==> src/verilog/esss_pkg.sv <==
// Purpose: Shared constants and types for the E1 slip and multiframe status block.
// Assumes: Classic Wishbone slave with 32-bit data and byte addresses.
// Notes: The status register offset and the interrupt registers sit at locally chosen offsets.
package esss_pkg;
	localparam logic [7:0] ESSS_OFS_STATUS = 8'h08;
	localparam logic [7:0] ESSS_OFS_IRQ_STATUS = 8'h10;
	localparam logic [7:0] ESSS_OFS_IRQ_ENABLE = 8'h14;
	localparam logic [7:0] ESSS_OFS_IRQ_CLEAR = 8'h18;
	localparam logic [7:0] ESSS_OFS_CFG = 8'h1c;
	localparam int ESSS_BIT_CAS_LOCK = 4;
	localparam int ESSS_BIT_CRC_LOCK = 3;
	localparam int ESSS_BIT_RX_FULL = 2;
	localparam logic [7:0] ESSS_STATUS_RESET = 8'h00;
	localparam logic [2:0] ESSS_IRQ_RESET = 3'h0;
	localparam logic [3:0] ESSS_CAS_LOSS_COUNT_RESET = 4'h2;
	localparam logic [3:0] ESSS_CRC_LOSS_COUNT_RESET = 4'h4;
	localparam logic [3:0] ESSS_CRC_LOCK_COUNT_RESET = 4'h2;

	typedef struct packed {
		logic [3:0] cas_loss_count;
		logic cas_algo_two_step;
		logic [3:0] crc_lock_count;
		logic [3:0] crc_loss_count;
	} esss_cfg_s;

	localparam int ESSS_CFG_W = 13;

	typedef struct packed {
		logic cyc;
		logic stb;
		logic we;
		logic [7:0] adr;
		logic [3:0] sel;
		logic [31:0] dat;
	} esss_wb_req_s;

	typedef enum logic [1:0] {
		ESSS_CAS_HUNT = 2'b00,
		ESSS_CAS_VERIFY = 2'b01,
		ESSS_CAS_LOCKED = 2'b11
	} esss_cas_e;
endpackage

==> src/verilog/esss_status.sv <==
// Purpose: E1 receive slip and multiframe alignment status register bank.
// Assumes: Framer events arrive as one-cycle pulses on i_clock.
// Notes: Reading the status register clears the sticky full flag.
`timescale 1ns/100ps
`default_nettype none

// Behaviour
// - Bit 4 reads 1 while CAS multiframe lock is declared; resets to 0.
// - Loss of CAS lock after a programmed count of consecutive bad signals.
// - CAS lock declared by the software-selected CAS alignment algorithm.
// - Bit 3 shows current CRC multiframe lock state; resets to 0.
// - CRC lock declared by a software-selected declaration criterion.
// - CRC lock lost by a software-selected loss criterion.
// - Bit 2 is a sticky full flag, cleared when the register is read.
// - Full event raised when the receive slip buffer becomes filled.
// - Write into a full slip buffer drops a frame and sets the flag.
module esss_status (
	input wire logic i_clock,
	input wire logic i_nrst,
	input wire esss_pkg::esss_wb_req_s i_wb,
	output logic [31:0] o_wb_dat,
	output logic o_wb_ack,
	input wire logic i_cas_mfas_ok,
	input wire logic i_cas_mfas_bad,
	input wire logic i_crc_mf_ok,
	input wire logic i_crc_mf_bad,
	input wire logic i_rx_buf_filled,
	input wire logic i_rx_buf_write,
	input wire logic i_rx_buf_at_full,
	output logic o_rx_drop_frame,
	output logic o_irq
);
	import esss_pkg::*;

	logic ack_q;
	logic [31:0] rdat_q;
	esss_cfg_s cfg_q;
	logic [2:0] irq_st_q;
	logic [2:0] irq_en_q;
	logic full_flag_q;
	esss_cas_e cas_q;
	logic [3:0] cas_bad_q;
	logic crc_lock_q;
	logic [3:0] crc_cnt_q;
	logic drop_q;
	logic req;
	logic wr;
	logic rd_status;
	logic full_ev;
	logic cas_lock;
	logic cas_lost;
	logic crc_lost;
	logic [7:0] status_v;

	// One more hit reaches the programmed run length; a limit of 0 behaves as 1.
	function automatic logic esss_reached(input logic [3:0] count, input logic [3:0] limit);
		return count + 4'h1 >= limit;
	endfunction

	assign req = i_wb.cyc && i_wb.stb && !ack_q;
	assign wr = req && i_wb.we;
	assign rd_status = req && !i_wb.we && i_wb.adr == ESSS_OFS_STATUS;
	assign cas_lock = cas_q == ESSS_CAS_LOCKED;
	assign full_ev = i_rx_buf_filled || (i_rx_buf_write && i_rx_buf_at_full);

	always_comb begin
		status_v = ESSS_STATUS_RESET;
		status_v[ESSS_BIT_CAS_LOCK] = cas_lock;
		status_v[ESSS_BIT_CRC_LOCK] = crc_lock_q;
		status_v[ESSS_BIT_RX_FULL] = full_flag_q;
	end

	// Classic single-cycle ack; ack_q blocks a second take while the master still holds stb.
	always_ff @(posedge i_clock or negedge i_nrst) begin
		if (!i_nrst) begin
			ack_q <= 1'b0;
			rdat_q <= 32'h0;
		end else begin
			ack_q <= req;
			if (req && !i_wb.we) begin
				if (i_wb.adr == ESSS_OFS_STATUS) begin
					rdat_q <= {24'h0, status_v};
				end else if (i_wb.adr == ESSS_OFS_IRQ_STATUS) begin
					rdat_q <= {29'h0, irq_st_q};
				end else if (i_wb.adr == ESSS_OFS_IRQ_ENABLE) begin
					rdat_q <= {29'h0, irq_en_q};
				end else if (i_wb.adr == ESSS_OFS_CFG) begin
					rdat_q <= {19'h0, cfg_q};
				end else begin
					rdat_q <= 32'h0;
				end
			end
		end
	end

	assign o_wb_ack = ack_q;
	assign o_wb_dat = rdat_q;

	always_ff @(posedge i_clock or negedge i_nrst) begin
		if (!i_nrst) begin
			cfg_q <= '{cas_loss_count: ESSS_CAS_LOSS_COUNT_RESET, cas_algo_two_step: 1'b0,
				crc_lock_count: ESSS_CRC_LOCK_COUNT_RESET, crc_loss_count: ESSS_CRC_LOSS_COUNT_RESET};
			irq_en_q <= ESSS_IRQ_RESET;
		end else if (wr) begin
			if (i_wb.adr == ESSS_OFS_CFG) begin
				if (i_wb.sel[0]) begin
					cfg_q[7:0] <= i_wb.dat[7:0];
				end
				if (i_wb.sel[1]) begin
					cfg_q[12:8] <= i_wb.dat[12:8];
				end
			end else if (i_wb.adr == ESSS_OFS_IRQ_ENABLE && i_wb.sel[0]) begin
				irq_en_q <= i_wb.dat[2:0];
			end
		end
	end

	// Set wins over the read clear so a coincident fill is reported on the next read.
	always_ff @(posedge i_clock or negedge i_nrst) begin
		if (!i_nrst) begin
			full_flag_q <= 1'b0;
		end else if (full_ev) begin
			full_flag_q <= 1'b1;
		end else if (rd_status) begin
			full_flag_q <= 1'b0;
		end
	end

	always_ff @(posedge i_clock or negedge i_nrst) begin
		if (!i_nrst) begin
			drop_q <= 1'b0;
		end else begin
			drop_q <= i_rx_buf_write && i_rx_buf_at_full;
		end
	end

	assign o_rx_drop_frame = drop_q;

	// CAS alignment: single-hit or two-hit lock, then count consecutive bad signals.
	assign cas_lost = i_cas_mfas_bad && esss_reached(cas_bad_q, cfg_q.cas_loss_count);
	always_ff @(posedge i_clock or negedge i_nrst) begin
		if (!i_nrst) begin
			cas_q <= ESSS_CAS_HUNT;
			cas_bad_q <= 4'h0;
		end else begin
			case (cas_q)
				ESSS_CAS_HUNT: begin
					cas_bad_q <= 4'h0;
					if (i_cas_mfas_ok) begin
						cas_q <= cfg_q.cas_algo_two_step ? ESSS_CAS_VERIFY : ESSS_CAS_LOCKED;
					end
				end
				ESSS_CAS_VERIFY: begin
					if (i_cas_mfas_ok) begin
						cas_q <= ESSS_CAS_LOCKED;
					end else if (i_cas_mfas_bad) begin
						cas_q <= ESSS_CAS_HUNT;
					end
				end
				ESSS_CAS_LOCKED: begin
					if (cas_lost) begin
						cas_q <= ESSS_CAS_HUNT;
					end else if (i_cas_mfas_bad) begin
						cas_bad_q <= cas_bad_q + 4'h1;
					end else if (i_cas_mfas_ok) begin
						cas_bad_q <= 4'h0;
					end
				end
				default: begin
					cas_q <= ESSS_CAS_HUNT;
				end
			endcase
		end
	end

	// CRC alignment: consecutive good multiframes to lock, consecutive bad ones to lose it.
	assign crc_lost = i_crc_mf_bad && esss_reached(crc_cnt_q, cfg_q.crc_loss_count);
	always_ff @(posedge i_clock or negedge i_nrst) begin
		if (!i_nrst) begin
			crc_lock_q <= 1'b0;
			crc_cnt_q <= 4'h0;
		end else if (!crc_lock_q) begin
			if (i_crc_mf_bad) begin
				crc_cnt_q <= 4'h0;
			end else if (i_crc_mf_ok) begin
				if (esss_reached(crc_cnt_q, cfg_q.crc_lock_count)) begin
					crc_lock_q <= 1'b1;
					crc_cnt_q <= 4'h0;
				end else begin
					crc_cnt_q <= crc_cnt_q + 4'h1;
				end
			end
		end else begin
			if (crc_lost) begin
				crc_lock_q <= 1'b0;
				crc_cnt_q <= 4'h0;
			end else if (i_crc_mf_bad) begin
				crc_cnt_q <= crc_cnt_q + 4'h1;
			end else if (i_crc_mf_ok) begin
				crc_cnt_q <= 4'h0;
			end
		end
	end

	// Interrupt status: bit0 full event, bit1 CAS lock change, bit2 CRC lock change.
	logic cas_lock_d1_q;
	logic crc_lock_d1_q;
	logic [2:0] irq_ev;
	logic [2:0] irq_clr;
	always_ff @(posedge i_clock or negedge i_nrst) begin
		if (!i_nrst) begin
			cas_lock_d1_q <= 1'b0;
			crc_lock_d1_q <= 1'b0;
		end else begin
			cas_lock_d1_q <= cas_lock;
			crc_lock_d1_q <= crc_lock_q;
		end
	end
	assign irq_ev = {crc_lock_q ^ crc_lock_d1_q, cas_lock ^ cas_lock_d1_q, full_ev};
	assign irq_clr = (wr && i_wb.adr == ESSS_OFS_IRQ_CLEAR && i_wb.sel[0]) ? i_wb.dat[2:0] : 3'h0;
	always_ff @(posedge i_clock or negedge i_nrst) begin
		if (!i_nrst) begin
			irq_st_q <= ESSS_IRQ_RESET;
		end else begin
			irq_st_q <= irq_ev | (irq_st_q & ~irq_clr);
		end
	end
	assign o_irq = |(irq_st_q & irq_en_q);
endmodule

`default_nettype wire

==> config.mk <==
export PLATFORM = sky130hd
export DESIGN_NAME = esss_status
export DESIGN_NICKNAME = d
export VERILOG_FILES = /design/src/verilog/esss_pkg.sv /design/src/verilog/esss_status.sv
export SDC_FILE = /design/constraint.sdc
export NUM_CORES = 1
export LEC_CHECK = 0
export ABC_AREA = 0
export BUFFER_PORTS_ARGS = -buffer_cell sky130_fd_sc_hd__buf_4
export CAP_MARGIN = 20
export CORE_ASPECT_RATIO = 0.9
export CORE_MARGIN = 2
export CORE_UTILIZATION = 56
export CTS_BUF_LIST = sky130_fd_sc_hd__clkbuf_2 sky130_fd_sc_hd__clkbuf_4 sky130_fd_sc_hd__clkbuf_8
export DETAILED_ROUTE_END_ITERATION = 16
export GPL_TIMING_DRIVEN = 0
export PLACE_DENSITY_LB_ADDON = 0.1
export RECOVER_POWER = 50
export SYNTH_ARGS = -nofsm -noshare
export SYNTH_HDL_FRONTEND = slang
export SYNTH_SLANG_ARGS = --single-unit
export TNS_END_PERCENT = 30
==> constraint.sdc <==
create_clock -name i_clock -period 3.7 [get_ports i_clock]
set_input_delay 0.37 -clock i_clock [delete_from_list [all_inputs] [get_ports i_clock]]
set_output_delay 0.37 -clock i_clock [all_outputs]
set_load 0.03 [all_outputs]
**Word level (Yosys, flattened, before mapping)**

Index checks and enable logic that the tools add are counted.

- Output and inout port bits: 35
- Logic and storage cells: 95
- Register bits after elaboration: 67
- Input port bits: 56

- Bitwise gates (word level): 7
- Magnitude comparators: 3
- Muxes and demuxes: 29
- Eq/ne operators: 12
- Add/sub/neg operators: 2
- Reductions and logical operators: 26

Operators with widths:

| operator | count |
|---|---|
| $mux 13 | 4 |
| $mux 4 | 10 |
| $eq 8x5->1 const B | 4 |
| $reduce_and 3->1 | 5 |
| $ge 4x4->1 | 3 |
| $logic_and 1x1->1 | 11 |
| $mux 2 | 5 |
| $add 4x1->4 const B | 2 |
| $eq 8x4->1 const B | 1 |
| $pmux 4 s2 | 1 |
| $mux 1 | 7 |
| $and 3x3->3 | 2 |
| $ne 3x3->1 const B | 2 |
| $pmux 2 s3 | 1 |
| $reduce_bool 3->1 | 2 |
| $ne 2x2->1 const B | 2 |
| $reduce_bool 2->1 | 2 |
| $mux 3 | 1 |
| $not 3->3 | 1 |
| $or 3x3->3 | 1 |
| $reduce_or 3->1 | 1 |
| $eq 2x1->1 const B | 1 |
| $eq 2x2->1 const B | 1 |
| $logic_not 1->1 | 2 |
| other kinds (6) | 7 |

**Depth between registers and ports, before layout**

- Depth in word-level cells: 9
- Gate-level depth with buffers: 8
- Mapped depth without buffers: 8

**Least setup slack after synthesis**

No wires, ideal clock.

- Path type: reg-to-reg
- From: register crc_cnt_q[0]
- To: register crc_cnt_q[0]
- Clock period less this slack: 1979 ps
- Buffers on the path: 0
- Library setup time: 65 ps
- Arrival time: 1914 ps
- Data required time: 3635 ps
- Stages on the path, launching flop included: 7
- Slack: 1721 ps
- Cell sequence: dfrtp_1 -> ha_1 -> ha_1 -> a2111oi_0 -> o211ai_1 -> nand2_1 -> mux2_2

- Longest elaborated chain between the ends: 6
- Elaborated cells on any way between the ends: 12
- Those cells by class: 1 x add/sub; 2 x order compare; 6 x mux; 3 x reduce/logical

Ends and longest elaborated chain:

| item | line | text |
|---|---|---|
| start, declared | esss_status.sv:44 | `logic [3:0] crc_cnt_q;` |
| start signal, assigned | esss_status.sv:190 | `crc_cnt_q <= crc_cnt_q + 4'h1;` |
| start signal, assigned | esss_status.sv:198 | `crc_cnt_q <= crc_cnt_q + 4'h1;` |
| $add 4x1->4 (*) | esss_status.sv:57, esss_status.sv:190, esss_status.sv:198 |  |
| $ge 4x4->1 | esss_status.sv:57 | `return count + 4'h1 >= limit;` |
| $mux 4 | esss_status.sv:186 | `if (esss_reached(crc_cnt_q, cfg_q.crc_lock_count)) begin` |
| $mux 4 | esss_status.sv:185 | `end else if (i_crc_mf_ok) begin` |
| $mux 4 | esss_status.sv:183 | `if (i_crc_mf_bad) begin` |
| $mux 4 | esss_status.sv:182 | `end else if (!crc_lock_q) begin` |

Mark *: on every way between the ends. The rest lies on a longest branch, timed or not. The select of a mux whose other input is x is not followed.
A chain may end at the register's enable or synchronous reset.

**Worst setup path in the final report**

Ends and elaborated chain as after synthesis.

==> results.toml <==
[clock_tree]
path_clk_slew_ns = 0.09
cts.sinks = 48
clk_latency_ns = 0.31
postCtsHoldBufs = 0
cts-resized-gates = 0
cts_setup_buffers = 0
cts_tree = "yes"
clk_path_buf_depth = 2
htree_levels = 2
cts_buffers = 5
cts_root_buf = "clkbuf_8"

[job]
cap_violations = 1

[yosys]
syn-instance-count = 226
synth_common_cells = "dfrtp_1 (45), inv_1 (21), buf_4 (19)"
synth_top_area_cell = "dfrtp_1"
syn_area_um2 = 2580
synthTopCellsByArea = "dfrtp_1 (44%), mux2_2 (7.8%), ha_1 (6.8%)"
seq_area_frac_synth = 0.466
synth_ff_type = "dfrtp_1"
synth-async-reset-ratio = 1.00
synth-edff-count = 0
yosysWarnings = 0
synth_most_common_cell = "dfrtp_1"
netlist.area_leader.share = 0.436
synthDistinctLibCells = 49
synth_seq_cells = 48
syn_area_per_cell_um2 = 11.4

[sta]
post-route-min-period_ns = 2.31
finalSetupViolCount = 0
clock_skew_ns = 0.00891
fmax_mhz = 433
drv_slew = 49
setup_tns_ns = 0
finalCritPeriodShare = 0.625
hold_viol = 0
worst_pin_slew_ns = 2.49
slew_headroom = -0.658
rsz0062_at_grt = "no"

[floorplan]
floorplan.initialDensity = 0.579
die_area_um2 = 5170
die-width_um = 75.6
io_pins = 91
core_um2 = 4460
die_h_um = 68.4
core.rowCount = 23

[finish]
num_antenna_cells = 0
final_nets = 370
areaGrowthSynthToFinish_pct = 23.5
drive_gt1_frac = 0.339

[run_status]
violations = "capacitance limit, slew limit"
status = "finished, violations left"

[detailed_routing]
ant_nets = 0
viasPerCell = 5.17
wl_per_cell_um = 13.8
vias = 1876
drt_pre_antenna_iters = 4
first_iter_violations = 86
drcViolationCount = 0
routed_wl_um = 5000

[pwr]
pwr_density_cell_nw_per_um2 = 334
irDropWorstVdd_uv = 265
power_mw = 1.07
p_leak_nw = 1.61

[setup_path]
worstSetupStartpointType = "register"
required_ns = 3.95
crit_type = "register to register"
cp.arrival_ns = 2.56
path_max_fanout = 5
endpoint_kind = "register"

[global_routing]
grt_start_max_net_pins = 49
grt_pass1_wl_um = 8270
gr-usage-all-layers = 0.220
antenna_found_initial = 0
grt_overflow = 0
grt_pass1_vias = 1824

[place]
post-dp-hpwl_um = 3890
io_buffers = 49
gp_congestion = 0.790

[worst_hold_path]
hold_class = "input pin to register"
## path summary, 6_finish.rpt
path | startpoint | endpoint | slack, ns | depth (start not counted)
setup / recovery | crc_cnt_q[0] | crc_cnt_q[0] | 1.39 | 7
hold / removal | i_rx_buf_filled | irq_st_q[0] | 0.25 | 2
setup reg to reg | crc_cnt_q[0] | crc_cnt_q[0] | 1.39 | 7
hold reg to reg | crc_lock_q | crc_lock_d1_q | 0.50 | 0
max in group asynchronous | i_nrst | o_wb_dat[3] | 1.47 | 1
min in group asynchronous | i_nrst | o_wb_dat[11] | 0.81 | 1
## routing by layer
| layer | part of all wire | global-route usage |
|---|---|---|
| met1 | 0.46 | 0.289 |
| met2 | 0.46 | 0.347 |
| met3 | 0.063 | 0.0574 |
| met4 | 0.013 | 0.0921 |
| met5 | 0 | 0 |
## layout make-up
| cell class | count | area (µm²) |
|---|---|---|
| Tap cell | 62 | 77.6 |
| Clock inverter | 3 | 46.3 |
| Buffer | 22 | 163 |
| Multi-Input combinational cell | 153 | 1200 |
| Sequential cell | 48 | 1200 |
| Fill cell | 328 | 1270 |
| Inverter | 21 | 78.8 |
| Clock buffer | 5 | 68.8 |
| Timing Repair Buffer | 49 | 349 |
## through the flow
step | worst slack (ns) | std cells | hold WS, ns | util | instance area [µm²]
6_report | 1.39 | 363 | 0.250 | 0.716 | 3190
5_1_grt | 1.03 | 363 | 0.255 | 0.716 | 3190
3_3_place_gp | 1.43 | 355 | 0.421 | 0.694 | 3100
4_1_cts | 1.40 | 363 | 0.0705 | 0.720 | 3210
3_5_place_dp | 1.43 | 355 | 0.418 | 0.694 | 3100
2_1_floorplan | 1.72 | 244 | 0.0744 | - | 2650
## cells by family after synthesis
family,Yosys count,synth area share
xor gates and xnor gates,5,0.0170
DFF,48,0.466
and+or+nand+nor,48,0.125
adders and majority gates,14,0.0678
AOI/OAI and AO/OA,45,0.135
muxes,22,0.0939
buffers and inverters,43,0.0935
other,1,0.00145
## flip-flops by register name (all words and copies together) (netlist names), 2 cells and up
signal / count
o_wb_dat: 13
cas_q: 2
crc_cnt_q: 4
cas_bad_q: 4
irq_en_q: 3
irq_st_q: 3
cfg_q: 13
## where the power goes
group	internal [mW]	total (mW)	switching, mW
logic	0.0563	0.135	0.0789
clock network	0.204	0.390	0.187
registers	0.534	0.542	0.00768
total	0.794	1.07	0.273
## critical path, stage by stage, from the launching register on
cell and delay, ns:
dfrtp_1 0.45, ha_1 0.27, xor2_1 0.20, ha_1 0.21
a2111oi_0 0.57, o21ai_0 0.23, nand2_1 0.17, mux2_2 0.17
## layout by cell type, fill, tap and decap left out, types with 4 or more instances in the layout
master,instances
mux2_2,18
clkbuf_1,6
nor3_1,4
nand3_1,4
a22o_1,11
o21ai_0,5
mux2i_1,4
nor2_1,6
nand2_1,12
nand2b_1,6
buf_4,63
conb_1,19
clkbuf_8,5
dfrtp_1,45
ha_1,14
inv_1,21
No activity file was read; power rests on OpenSTA's default activity.
